--- config.mk ---
export PLATFORM = sky130hd
export DESIGN_NAME = gpio_top
export DESIGN_NICKNAME = d
export VERILOG_FILES = /design/src/design/gpio_pkg.sv /design/src/design/gpio_port.sv /design/src/design/gpio_top.sv
export SDC_FILE = /design/constraint.sdc
export NUM_CORES = 2
export LEC_CHECK = 0
export ABC_AREA = 1
export BUFFER_PORTS_ARGS = -buffer_cell sky130_fd_sc_hd__buf_2
export CELL_PAD_IN_SITES_DETAIL_PLACEMENT = 0
export CELL_PAD_IN_SITES_GLOBAL_PLACEMENT = 2
export CORE_AREA = 4 4 681 683
export DETAILED_ROUTE_END_ITERATION = 8
export DIE_AREA = 0 0 685 687
export HOLD_SLACK_MARGIN = 0.12
export PLACE_DENSITY_LB_ADDON = 0.1
export SYNTH_ARGS = -nofsm -noshare
export SYNTH_HDL_FRONTEND = slang
export SYNTH_HIERARCHICAL = 1
export SYNTH_SLANG_ARGS = --single-unit
--- constraint.sdc ---
create_clock -name clock_in -period 4.5 [get_ports clock_in]
set_clock_uncertainty 0.05 [all_clocks]
set_input_delay 0.675 -clock clock_in [delete_from_list [all_inputs] [get_ports clock_in]]
set_output_delay 0.675 -clock clock_in [all_outputs]
set_load 0.01 [all_outputs]
--- src/design/gpio_pkg.sv ---
// Package for the five-port pin block: register offsets, reset values and carriers.
// Assumes a plain register port with byte addresses and 8-bit pin data per port.
package gpio_pkg;
	localparam int NUM_PORTS = 5;
	localparam int PIN_W = 8;
	localparam int ADDR_W = 12;
	localparam int FUNC_W = 4;

	// Offsets inside one port window; bits 11:10 of the address pick the register group.
	localparam logic [11:0] OFF_DATA_LO = 12'h000;
	localparam logic [11:0] OFF_DATA_HI = 12'h3FC;
	localparam logic [11:0] OFF_DIR = 12'h400;
	localparam logic [11:0] OFF_SENSE = 12'h404;
	localparam logic [11:0] OFF_BOTH = 12'h408;
	localparam logic [11:0] OFF_EVENT = 12'h40C;
	localparam logic [11:0] OFF_IMASK = 12'h410;
	localparam logic [11:0] OFF_RAW = 12'h414;
	localparam logic [11:0] OFF_MIS = 12'h418;
	localparam logic [11:0] OFF_ICLR = 12'h41C;
	localparam logic [11:0] OFF_AFSEL = 12'h420;
	localparam logic [11:0] OFF_PDR = 12'h514;
	localparam logic [11:0] OFF_PUR = 12'h510;
	localparam logic [11:0] OFF_DEN = 12'h51C;
	localparam logic [11:0] OFF_PCTL = 12'h52C;
	localparam int MASK_LSB = 2;

	// Port select lives in address bits 14:12.
	localparam int PORT_LSB = 12;
	localparam logic [2:0] PORT_B = 3'h1;

	localparam logic [7:0] ADC_TRIG_PIN = 8'h10;

	// Reset values per port, index 0 is port A.
	localparam logic [7:0] AFSEL_RST [NUM_PORTS] = '{8'h3F, 8'h0C, 8'h0F, 8'h00, 8'h00};
	localparam logic [7:0] PUR_RST [NUM_PORTS] = '{8'h00, 8'h00, 8'h0F, 8'h00, 8'h00};
	localparam logic [31:0] PCTL_RST [NUM_PORTS] =
		'{32'h0011_1111, 32'h0000_1100, 32'h0000_3333, 32'h0000_0000, 32'h0000_0000};

	localparam logic [3:0] TOGGLE_DIV = 4'h2;

	typedef struct packed {
		logic [ADDR_W-1:0] addr;
		logic [31:0] wdata;
		logic wr;
		logic rd;
	} bus_req_t;

	typedef struct packed {
		logic [PIN_W-1:0] out;
		logic [PIN_W-1:0] oe;
		logic [PIN_W-1:0] pull_up;
		logic [PIN_W-1:0] pull_down;
	} pad_ctl_t;
endpackage

--- src/design/gpio_port.sv ---
// One port: pin data, direction, interrupts, alternate-function routing and pad control.
// Assumes its bus request already decoded to this port and pins synchronised upstream.
//
// The address-and-strobe port and the placing of the registers are this design's own decisions.
`timescale 1ns/1ns
module gpio_port #(
	parameter logic [7:0] AFSEL_INIT = 8'h00,
	parameter logic [7:0] PUR_INIT = 8'h00,
	parameter logic [31:0] PCTL_INIT = 32'h0000_0000,
	parameter logic [7:0] TRIG_PINS = 8'h00
) (
	input wire logic clock_in,
	input wire logic rst_n_in,
	input wire gpio_pkg::bus_req_t req_in,
	input wire logic [7:0] pin_in,
	input wire logic [7:0] periph_out_in [16],
	input wire logic [7:0] periph_oe_in [16],
	output logic [7:0] rdata_out,
	output gpio_pkg::pad_ctl_t pad_out,
	output logic [7:0] digital_in_out,
	output logic [31:0] func_code_out,
	output logic irq_out,
	output logic trig_out
);
	logic [7:0] pin_data_reg_r, pin_direction_reg_r, sense_r, both_r, event_r;
	logic [7:0] pin_interrupt_mask_reg_r, raw_r, prev_r;
	logic [7:0] alt_function_select_reg_r, digital_enable_reg_r, pull_up_select_reg_r, pull_down_select_reg_r;
	logic [31:0] port_function_control_reg_r;
	logic [7:0] din, edge_hit, level_hit, set_hit, wmask, clr, out_nxt, oe_nxt, rd_nxt;
	logic [11:0] a;
	logic trig_r;

	assign a = req_in.addr;
	assign wmask = a[gpio_pkg::MASK_LSB +: 8];
	assign din = pin_in & digital_enable_reg_r;

	always_ff @(posedge clock_in) begin
		if (!rst_n_in) begin
			pin_direction_reg_r <= 8'h00;
			sense_r <= 8'h00;
			both_r <= 8'h00;
			event_r <= 8'h00;
			pin_interrupt_mask_reg_r <= 8'h00;
			alt_function_select_reg_r <= AFSEL_INIT;
			digital_enable_reg_r <= AFSEL_INIT;
			pull_up_select_reg_r <= PUR_INIT;
			pull_down_select_reg_r <= 8'h00;
			port_function_control_reg_r <= PCTL_INIT;
		end else if (req_in.wr) begin
			case (a)
				gpio_pkg::OFF_DIR: pin_direction_reg_r <= req_in.wdata[7:0];
				gpio_pkg::OFF_SENSE: sense_r <= req_in.wdata[7:0];
				gpio_pkg::OFF_BOTH: both_r <= req_in.wdata[7:0];
				gpio_pkg::OFF_EVENT: event_r <= req_in.wdata[7:0];
				gpio_pkg::OFF_IMASK: pin_interrupt_mask_reg_r <= req_in.wdata[7:0];
				gpio_pkg::OFF_AFSEL: alt_function_select_reg_r <= req_in.wdata[7:0];
				gpio_pkg::OFF_DEN: digital_enable_reg_r <= req_in.wdata[7:0];
				gpio_pkg::OFF_PUR: pull_up_select_reg_r <= req_in.wdata[7:0];
				gpio_pkg::OFF_PDR: pull_down_select_reg_r <= req_in.wdata[7:0];
				gpio_pkg::OFF_PCTL: port_function_control_reg_r <= req_in.wdata;
				default: ;
			endcase
		end
	end

	// Input bits track the pin every cycle; output bits hold what software wrote.
	always_ff @(posedge clock_in) begin
		if (!rst_n_in) begin
			pin_data_reg_r <= 8'h00;
		end else begin
			for (int i = 0; i < 8; i++) begin
				if (req_in.wr && a[11:10] == 2'b00 && wmask[i] && pin_direction_reg_r[i]) begin
					pin_data_reg_r[i] <= req_in.wdata[i];
				end else if (!pin_direction_reg_r[i]) begin
					pin_data_reg_r[i] <= din[i];
				end
			end
		end
	end

	// Detection: sense 1 is level, else edge with both or event polarity.
	always_comb begin
		for (int i = 0; i < 8; i++) begin
			level_hit[i] = sense_r[i] & (din[i] == event_r[i]);
			edge_hit[i] = !sense_r[i] & (both_r[i] ? (din[i] ^ prev_r[i])
				: (event_r[i] ? (din[i] & !prev_r[i]) : (!din[i] & prev_r[i])));
		end
	end
	assign set_hit = level_hit | edge_hit;
	assign clr = (req_in.wr && a == gpio_pkg::OFF_ICLR) ? req_in.wdata[7:0] : 8'h00;

	always_ff @(posedge clock_in) begin
		if (!rst_n_in) begin
			prev_r <= 8'h00;
			raw_r <= 8'h00;
			trig_r <= 1'b0;
		end else begin
			prev_r <= din;
			raw_r <= (raw_r & ~clr) | set_hit; // Set beats a clear in the same cycle.
			trig_r <= |(set_hit & pin_interrupt_mask_reg_r & TRIG_PINS);
		end
	end
	assign irq_out = |(raw_r & pin_interrupt_mask_reg_r);
	assign trig_out = trig_r;

	// Routing per pin: peripheral only when select and enable are both set; the code picks which one.
	always_comb begin
		for (int i = 0; i < 8; i++) begin
			if (alt_function_select_reg_r[i] && digital_enable_reg_r[i]) begin
				out_nxt[i] = periph_out_in[port_function_control_reg_r[4*i +: 4]][i];
				oe_nxt[i] = periph_oe_in[port_function_control_reg_r[4*i +: 4]][i];
			end else begin
				out_nxt[i] = pin_data_reg_r[i];
				oe_nxt[i] = pin_direction_reg_r[i] & !alt_function_select_reg_r[i];
			end
		end
	end
	assign pad_out.out = out_nxt;
	assign pad_out.oe = oe_nxt;
	assign pad_out.pull_up = pull_up_select_reg_r;
	assign pad_out.pull_down = pull_down_select_reg_r;
	assign digital_in_out = din;
	assign func_code_out = port_function_control_reg_r;

	always_comb begin
		rd_nxt = 8'h00;
		if (a[11:10] == 2'b00) begin
			rd_nxt = pin_data_reg_r & wmask;
		end else begin
			case (a)
				gpio_pkg::OFF_DIR: rd_nxt = pin_direction_reg_r;
				gpio_pkg::OFF_SENSE: rd_nxt = sense_r;
				gpio_pkg::OFF_BOTH: rd_nxt = both_r;
				gpio_pkg::OFF_EVENT: rd_nxt = event_r;
				gpio_pkg::OFF_IMASK: rd_nxt = pin_interrupt_mask_reg_r;
				gpio_pkg::OFF_RAW: rd_nxt = raw_r;
				gpio_pkg::OFF_MIS: rd_nxt = raw_r & pin_interrupt_mask_reg_r;
				gpio_pkg::OFF_AFSEL: rd_nxt = alt_function_select_reg_r;
				gpio_pkg::OFF_DEN: rd_nxt = digital_enable_reg_r;
				gpio_pkg::OFF_PUR: rd_nxt = pull_up_select_reg_r;
				gpio_pkg::OFF_PDR: rd_nxt = pull_down_select_reg_r;
				default: rd_nxt = 8'h00;
			endcase
		end
	end
	assign rdata_out = rd_nxt;

	property p_reset_defaults;
		@(posedge clock_in) !rst_n_in |=> alt_function_select_reg_r == AFSEL_INIT
			&& digital_enable_reg_r == AFSEL_INIT && pull_up_select_reg_r == PUR_INIT
			&& pull_down_select_reg_r == 8'h00 && port_function_control_reg_r == PCTL_INIT
			&& pin_direction_reg_r == 8'h00 && pin_interrupt_mask_reg_r == 8'h00;
	endproperty
	a_reset_defaults: assert property (p_reset_defaults) else $error("pin settings not at defaults after reset");

	property p_masked_write;
		@(posedge clock_in) disable iff (!rst_n_in)
			(req_in.wr && a[11:10] == 2'b00)
			|=> ((pin_data_reg_r ^ $past(pin_data_reg_r)) & $past(pin_direction_reg_r & ~wmask)) == 8'h00;
	endproperty
	a_masked_write: assert property (p_masked_write) else $error("unmasked output bit changed on data write");

	property p_input_capture;
		@(posedge clock_in) disable iff (!rst_n_in)
			1'b1 |=> ((pin_data_reg_r ^ $past(din)) & ~$past(pin_direction_reg_r)) == 8'h00;
	endproperty
	a_input_capture: assert property (p_input_capture) else $error("input bit not captured from pin");

	// A clear in the same cycle as a new event must not lose the event.
	property p_set_wins;
		@(posedge clock_in) disable iff (!rst_n_in)
			(set_hit != 8'h00) |=> (raw_r & $past(set_hit)) == $past(set_hit);
	endproperty
	a_set_wins: assert property (p_set_wins) else $error("interrupt event lost");

	property p_trig_status;
		@(posedge clock_in) disable iff (!rst_n_in) trig_out |-> (raw_r & TRIG_PINS) != 8'h00;
	endproperty
	a_trig_status: assert property (p_trig_status) else $error("trigger without status on trigger pin");
endmodule

--- src/design/gpio_top.sv ---
// Top of the five-port pin block with register port, read pipeline and one interrupt line per port.
// Assumes pins come from pads asynchronously and peripherals run on clock_in.
//
// How it works
// - Five independent port instances, alike but for reset values and trigger pin.
// - Output pin can toggle every two cycles.
// - Edge or level interrupt detection, maskable.
// - Address bits mask data reads and writes.
// - Port logic can trigger converter sampling.
// - Digital enable cleared isolates input path.
// - Peripheral drives pin with select, enable, code.
// - Function code held per pin independently.
// - Other pins reset to tristate plain GPIO.
// - Reset returns all pin settings to defaults.
// - Serial and bus pins reset to code one.
// - Debug pins reset pulled up, code three.
// - Masked write updates only selected data bits.
// - Direction zero captures pin, one drives.
// - Unmasked trigger pin event pulses converter.
`timescale 1ns/1ns
module gpio_top (
	input wire logic clock_in,
	input wire logic rst_n_in,
	input wire logic [14:0] addr_in,
	input wire logic [31:0] wdata_in,
	input wire logic wr_in,
	input wire logic rd_in,
	output logic [31:0] rdata_out,
	input wire logic [7:0] pin_in [5],
	input wire logic [7:0] periph_out_in [5][16],
	input wire logic [7:0] periph_oe_in [5][16],
	output gpio_pkg::pad_ctl_t pad_out [5],
	output logic [7:0] digital_in_out [5],
	output logic [31:0] func_code_out [5],
	output logic [4:0] irq_out,
	output logic adc_trigger_out
);
	logic [7:0] sync1_r [5];
	logic [7:0] sync2_r [5];
	logic [7:0] prd [5];
	logic [4:0] trig;
	logic [31:0] rdata_r;
	logic [2:0] psel;

	assign psel = addr_in[14:12];

	// Pads are asynchronous, so two flops precede any detection logic.
	always_ff @(posedge clock_in) begin
		if (!rst_n_in) begin
			for (int p = 0; p < 5; p++) begin
				sync1_r[p] <= 8'h00;
				sync2_r[p] <= 8'h00;
			end
		end else begin
			for (int p = 0; p < 5; p++) begin
				sync1_r[p] <= pin_in[p];
				sync2_r[p] <= sync1_r[p];
			end
		end
	end

	for (genvar p = 0; p < 5; p++) begin : g_port
		gpio_pkg::bus_req_t req;
		assign req.addr = addr_in[11:0];
		assign req.wdata = wdata_in;
		assign req.wr = wr_in && psel == 3'(p);
		assign req.rd = rd_in && psel == 3'(p);
		gpio_port #(
			.AFSEL_INIT(gpio_pkg::AFSEL_RST[p]),
			.PUR_INIT(gpio_pkg::PUR_RST[p]),
			.PCTL_INIT(gpio_pkg::PCTL_RST[p]),
			.TRIG_PINS(p == 1 ? gpio_pkg::ADC_TRIG_PIN : 8'h00)
		) u_port (
			.clock_in(clock_in),
			.rst_n_in(rst_n_in),
			.req_in(req),
			.pin_in(sync2_r[p]),
			.periph_out_in(periph_out_in[p]),
			.periph_oe_in(periph_oe_in[p]),
			.rdata_out(prd[p]),
			.pad_out(pad_out[p]),
			.digital_in_out(digital_in_out[p]),
			.func_code_out(func_code_out[p]),
			.irq_out(irq_out[p]),
			.trig_out(trig[p])
		);
	end

	// Read data stand only in the cycle after the strobe, so a late sampler sees zero.
	always_ff @(posedge clock_in) begin
		if (!rst_n_in) begin
			rdata_r <= 32'h0000_0000;
		end else if (rd_in) begin
			if (psel < 3'h5) begin
				rdata_r <= {24'h00_0000, prd[psel]};
			end else begin
				rdata_r <= 32'h0000_0000;
			end
		end else begin
			rdata_r <= 32'h0000_0000;
		end
	end
	assign rdata_out = rdata_r;
	assign adc_trigger_out = |trig;

	// Only the second port owns a trigger-capable pin, so no other port may raise the converter trigger.
	property p_trig;
		@(posedge clock_in) disable iff (!rst_n_in) adc_trigger_out |-> trig == 5'h02;
	endproperty
	a_trig: assert property (p_trig) else $error("trigger raised by a port without a trigger pin");

	property p_read_mask;
		@(posedge clock_in) disable iff (!rst_n_in)
			(rd_in && addr_in[11:10] == 2'b00) |=> (rdata_out & ~{24'h00_0000, $past(addr_in[9:2])}) == 32'h0000_0000;
	endproperty
	a_read_mask: assert property (p_read_mask) else $error("masked data bit read as one");
endmodule

== Word level (Yosys, flattened, before mapping) ==
Memories as Yosys holds them, arrays and structs flattened.
Index checks and enable logic that the tools add are counted.

* Eq/ne operators: 97
* Bitwise gates (word level): 327
* Mux-type cells: 510
* Reductions and logical operators: 354
* Order comparisons: 42

{| class="wikitable"
|+ Operators with widths
! operator !! count
|-
| 8-bit binary-select mux with 4-bit select || 80
|-
| 8-bit case mux with 11 select lines || 5
|-
| 8-bit two-way mux || 42
|-
| 1-bit two-way mux || 262
|-
| 1-bit AND || 200
|-
| 5-bit >= comparator (second input constant) || 40
|-
| 4-bit inverter with 5-bit output || 40
|-
| 8-bit AND || 20
|-
| 1-bit zero test || 160
|-
| 12-bit by 11-bit == test with 1-bit output (second input constant) || 13
|-
| 7-bit two-way mux || 20
|-
| 1-bit logical AND || 135
|-
| 6-bit two-way mux || 20
|-
| 2-bit AND reduction || 51
|-
| 5-bit two-way mux || 20
|-
| 4-bit two-way mux || 20
|-
| 2-bit != test (second input constant) || 40
|-
| 8-bit OR || 10
|-
| 3-bit two-way mux || 20
|-
| 1-bit == test || 40
|-
| 2-bit two-way mux || 20
|-
| 8-bit inverter || 5
|-
| 8-bit OR reduction || 5
|-
| 1-bit bitwise XOR || 40
|-
| 12 further kinds || 22
|}

* Flip-flop bits (word level): 673
* Memories kept: 2
* Bits of input ports: 1371
* Logic and storage cells: 1435
* RAM bits: 80

{| class="wikitable"
|+ Memories
! name !! words !! bits a word !! read ports !! clocked after Yosys merged registers in !! write ports !! RTL line !! RTL
|-
| sync1_r || 5 || 8 || 5 || 0 || 5 || gpio_top.sv:38 || <nowiki>logic [7:0] sync1_r [5];</nowiki>
|-
| sync2_r || 5 || 8 || 5 || 0 || 5 || gpio_top.sv:39 || <nowiki>logic [7:0] sync2_r [5];</nowiki>
|}

== Longest topological paths before layout ==
An unclocked memory read counts as a cell.

* Depth in word-level cells: 9
* Depth in mapped cells: 16

== By module ==
The synthesis kept the hierarchy.

{| class="wikitable"
|+ Modules (own cells, without submodules)
! module !! seq. area each (µm²) !! instances !! cells each !! area each (µm²)
|-
| gpio_port at g_port[3].u_port ... || 2562.5 || 2 || 1493 || 8932.3
|-
| gpio_port at g_port[1].u_port || 2582.5 || 1 || 1514 || 9054.9
|-
| gpio_port at g_port[2].u_port || 2562.5 || 1 || 1493 || 8908.5
|-
| gpio_port at g_port[0].u_port || 2562.5 || 1 || 1494 || 8874.8
|-
| gpio_top || 1761.7 || 1 || 409 || 3158.0
|}

== Worst setup path before layout ==
Ideal clock, no wire load.

* Path kind: input to register
* Start: input addr_in[14]
* End: register g_port[4].u_port.port_function_control_reg_r[5]
* Data arrival time: 2253 ps
* Setup time: 125 ps
* Stages on the path: 12
* Slack: 2072 ps
* Data required time: 4325 ps
* Path buffers: 3
* Path through: buf_2 -> inv_2 -> nor2_4 -> inv_1 -> nor2_1 -> buf_2 -> nand3_1 -> inv_2 -> nand4_4 -> buf_6 -> o21ai_0 -> a21oi_1

{| class="wikitable"
|+ RTL lines
! item !! RTL line !! RTL
|-
| start, declared || gpio_top.sv:24 || <nowiki>input wire logic [14:0] addr_in,</nowiki>
|-
| end signal, assigned || gpio_port.sv:60 || <nowiki>gpio_pkg::OFF_PCTL: port_function_control_reg_r <= req_in.wdata;</nowiki>
|-
| end, declared || gpio_port.sv:28 || <nowiki>logic [31:0] port_function_control_reg_r;</nowiki>
|}

==> results.md <==
- The flow ran to the end, and the final reports show no timing, DRC or antenna violations.
- The mean area per synthesized cell is 6.06 sq um.
- The number of fill cells in the layout is approximately 54k.
- The count of pins over their slew limit is 0.
- Setup total negative slack on the finished layout was measured at 0 ns.
- The required arrival time at the worst endpoint is 3.77 ns.
- Internal power comes to 0.0129 W.
- The x dimension of the die is 685 microns.
- The number of global-route vias before repair was 62.1k.
- Of all nets on the critical path, the largest fanout is 10.
- The switching power of the nets is 0.00533 W.
- Of the cells placed in the final design, the portion with a size suffix greater than 1 is 0.242.
- The number of antenna violations at the first check in global routing is approximately 190.
- The worst pin sits at a relative slew slack of 0.249.
- The detail route stage leaves a number of antenna-violating nets equal to 0.
- The clock passes through at most 4 buffers.
- The starting density of the core is 0.104.
- The total via count after detailed routing is between 60k and 70k.
- The type of the setup path with the least slack is flip-flop to primary output.
- After clock tree synthesis, the clock-pin slew on the worst setup and hold paths is 0.06 ns.
- Of the total power, the clock network draws 0.522.
- The routed design could run at a clock period as short as 4.20 ns.
- The die covers 471000 sq um.
- For this block, the routed nets add up to 484000 microns of wire.
- The maximum resistive drop on vdd is 286 uV.
- The pre-antenna-repair detailed-routing pass consisted of 6 iterations.
- Based on the critical path, the design can be clocked at up to between 200 and 250 MHz.
- The cell type with the highest occurrence count on the critical path is sky130_fd_sc_hd__nand2_1.
- The number of nets in the final layout is 11.1k.
- The Yosys warning count is 6.
- Measured along the y axis, the die boundary spans 687 microns.
- The share of total power dissipated in combinational logic is 0.121.
- The worst path arrival time is around 3.5 ns.
- STA classifies the critical path startpoint as a flip-flop.
- Of the total power, the share spent switching nets is 0.292.
- The via density per instance is roughly 4.
- Setup repair after global routing left no endpoint under its margin.
- The synthesized instance count is just under 8k.
- Entering global routing, the biggest net connects 150 pins.
- The first global-routing pass estimated approximately 630000 microns of wire.
- The reported leakage power is 31.0 nW.
- Once detailed placement completed, the half-perimeter wirelength came to 403000 microns.
- The count of boundary I/O pins is between 1.5k and 2k.
- STA classifies the critical path endpoint as a primary output.
- The number of maximum-capacitance violations is 0.
- TritonCTS built the clock tree.
- The sequential share of power is 0.357.
- The number of hold violations in the final report was 0.
- The final weighted congestion in routability-driven placement is 0.855.
- The clock reaches the later pin of the worst-skew pair after between 0.8 and 0.9 ns.
- The largest incremental delay on the critical path is 0.64 ns.
- The power density relative to cell area is 268 nW/um^2.
- The post-place instance area is 63800 sq um.
- The initialized floorplan defines 249 standard-cell rows.
- The maximum level of the CTS H-tree is 3.
- The path class of the lowest-slack min-delay path is input pin to flip-flop.
- For the pin with the worst max-slew slack, the measured transition is 1.12 ns.
- The synthesized netlist occupies a cell area of 47800 sq um.
- Compared with the post-synthesis result, the final layout area differs by 42.5%.
- The initial DRC count is 4153.
- The global-route congestion overflow total is 0.
- The area of all placed cells without fillers is 68200 sq um.
- During placement, the flow inserted port buffers numbering 1744.
- The largest individual stage delay along the critical path comes from the cell sky130_fd_sc_hd__dfxtp_1.
- Traced cell by cell, the critical path runs through clkinv_2, nor2_1, o21ai_0, nand3_1, nand2_1, nand2_1, nand3_1, nand2_1, buf_2.
- After detailed routing, the average wire length per cell comes to 30.5 microns.
- Setup violations remaining at the end of the flow were counted as 0.
- For this run, design rule violations remaining after detail routing come to 0.
- The total routing usage reported by global routing is 0.196.
- The buffer cell driving the clock tree root is sky130_fd_sc_hd__clkbuf_16.
- The number of buffers created by CTS is roughly 120.
- The region available for standard cell placement spans around 460000 sq um.
- The final critical-path share of the clock period is 0.933.
- The tree built by TritonCTS fans out to 729 sinks.
-- layer usage --
layer	track usage	part of all wire	wire, microns	up-vias
li1	-	-	-	29400
met1	0.263	0.46	221000	30600
met2	0.342	0.49	236000	1901
met3	0.0250	0.043	20900	397
met4	0.0265	0.014	6980	32
met5	0	0.00042	204	-
-- worst max-delay path, delay by kind of cell (launching register included) --
family / cells / cell delay, ns
buf+inv: 2 / 0.55
flops: 1 / 0.64
compound gates: 1 / 0.11
simple gates: 6 / 1.33
-- worst paths after layout --
| path | startpoint | to | slack (ns) | cells past startpoint |
|---|---|---|---|---|
| worst min register to register | sync1_r[0][37] | sync2_r[0][37] | 0.35 | 2 |
| worst min-delay path | addr_in[14] | rdata_out[1] | 0.27 | 4 |
| worst max-delay path | g_port[3].u_port/func_code_out[25] | pad_out[54] | 0.30 | 9 |
| worst max register to register | g_port[1].u_port/digital_enable_reg_r[4] | g_port[1].u_port/trig_out | 2.34 | 7 |
-- timing repair --
| action | 4_1_cts | 5_1_grt |
|---|---|---|
| setup endpoints to repair | 2 | 1 |
| endpoints found under the hold margin | 37 | 0 |
| hold buffers | 38 | 0 |
| pin swaps | 0 | 0 |
| setup buffers | 0 | 0 |
| resized for setup | 3 | 1 |
-- area by class of cell --
| class | count | area (sq um) | area share |
|---|---|---|---|
| inverters | 800 | 3030 | 0.0444 |
| clock buffers | 168 | 3400 | 0.0498 |
| diodes | 50 | 125 | 0.00184 |
| well taps | 6149 | 7690 | 0.113 |
| flip-flops and latches | 729 | 14600 | 0.214 |
| clock inverters | 37 | 462 | 0.00677 |
| multi-input cells | 5996 | 28200 | 0.414 |
| repair buffers | 1971 | 10700 | 0.156 |
-- through the flow --
step,util,setup WS [ns],hold slack [ns],power (W),std cells
finish,0.149,0.303,0.269,0.0183,15900
global route,0.149,0.0584,0.216,0.0191,15900
CTS,0.148,0.0326,0.155,0.0189,15900
detailed placement,0.139,0.460,0.355,0.00893,15600
global placement,0.139,0.431,0.358,0.00894,15600
floorplan,-,2.12,0.340,0.00731,7913
-- state kept, by name, summed over array words and instances, names as in the netlist --
signal	cells
g_port.u_port/sense_r	40
g_port.u_port/prev_r	40
g_port.u_port/trig_out	1
g_port.u_port/func_code_out	160
sync1_r	40
g_port.u_port/alt_function_select_reg_r	40
rdata_out	8
g_port.u_port/pull_up_select_reg_r	40
g_port.u_port/both_r	40
g_port.u_port/raw_r	40
g_port.u_port/event_r	40
g_port.u_port/digital_enable_reg_r	40
g_port.u_port/pin_interrupt_mask_reg_r	40
g_port.u_port/pull_down_select_reg_r	40
g_port.u_port/pin_data_reg_r	40
g_port.u_port/pin_direction_reg_r	40
sync2_r	40
-- cells in the final DEF, fill, tap and decap left out, types with 12 or more instances in the layout --
cell	instances
sky130_fd_sc_hd__a21oi_1	667
sky130_fd_sc_hd__a22oi_1	16
sky130_fd_sc_hd__buf_2	1732
sky130_fd_sc_hd__buf_4	192
sky130_fd_sc_hd__clkbuf_1	22
sky130_fd_sc_hd__clkbuf_16	116
sky130_fd_sc_hd__clkbuf_8	30
sky130_fd_sc_hd__clkinv_1	24
sky130_fd_sc_hd__clkinv_2	22
sky130_fd_sc_hd__conb_1	28
sky130_fd_sc_hd__dfxtp_1	728
sky130_fd_sc_hd__diode_2	50
sky130_fd_sc_hd__dlygate4sd3_1	38
sky130_fd_sc_hd__ha_1	80
sky130_fd_sc_hd__inv_1	737
sky130_fd_sc_hd__inv_2	31
sky130_fd_sc_hd__nand2_1	1681
sky130_fd_sc_hd__nand2_2	32
sky130_fd_sc_hd__nand3_1	1042
sky130_fd_sc_hd__nand4_1	43
sky130_fd_sc_hd__nor2_1	1146
sky130_fd_sc_hd__nor2_2	50
sky130_fd_sc_hd__nor2_4	27
sky130_fd_sc_hd__o211ai_1	55
sky130_fd_sc_hd__o21ai_0	898
sky130_fd_sc_hd__o21ai_1	93
sky130_fd_sc_hd__o22ai_1	19
sky130_fd_sc_hd__or2_2	12
sky130_fd_sc_hd__xor2_1	16
-- power groups by stage --
stage | logic [W] | clock network [W] | registers, W
floorplan | 0.000656 | 0 | 0.00665
global placement | 0.00227 | 0 | 0.00667
detailed placement | 0.00226 | 0 | 0.00667
CTS | 0.00230 | 0.0100 | 0.00653
global route | 0.00241 | 0.0102 | 0.00653
finish | 0.00221 | 0.00954 | 0.00653
(Power assumes the default switching activity.)
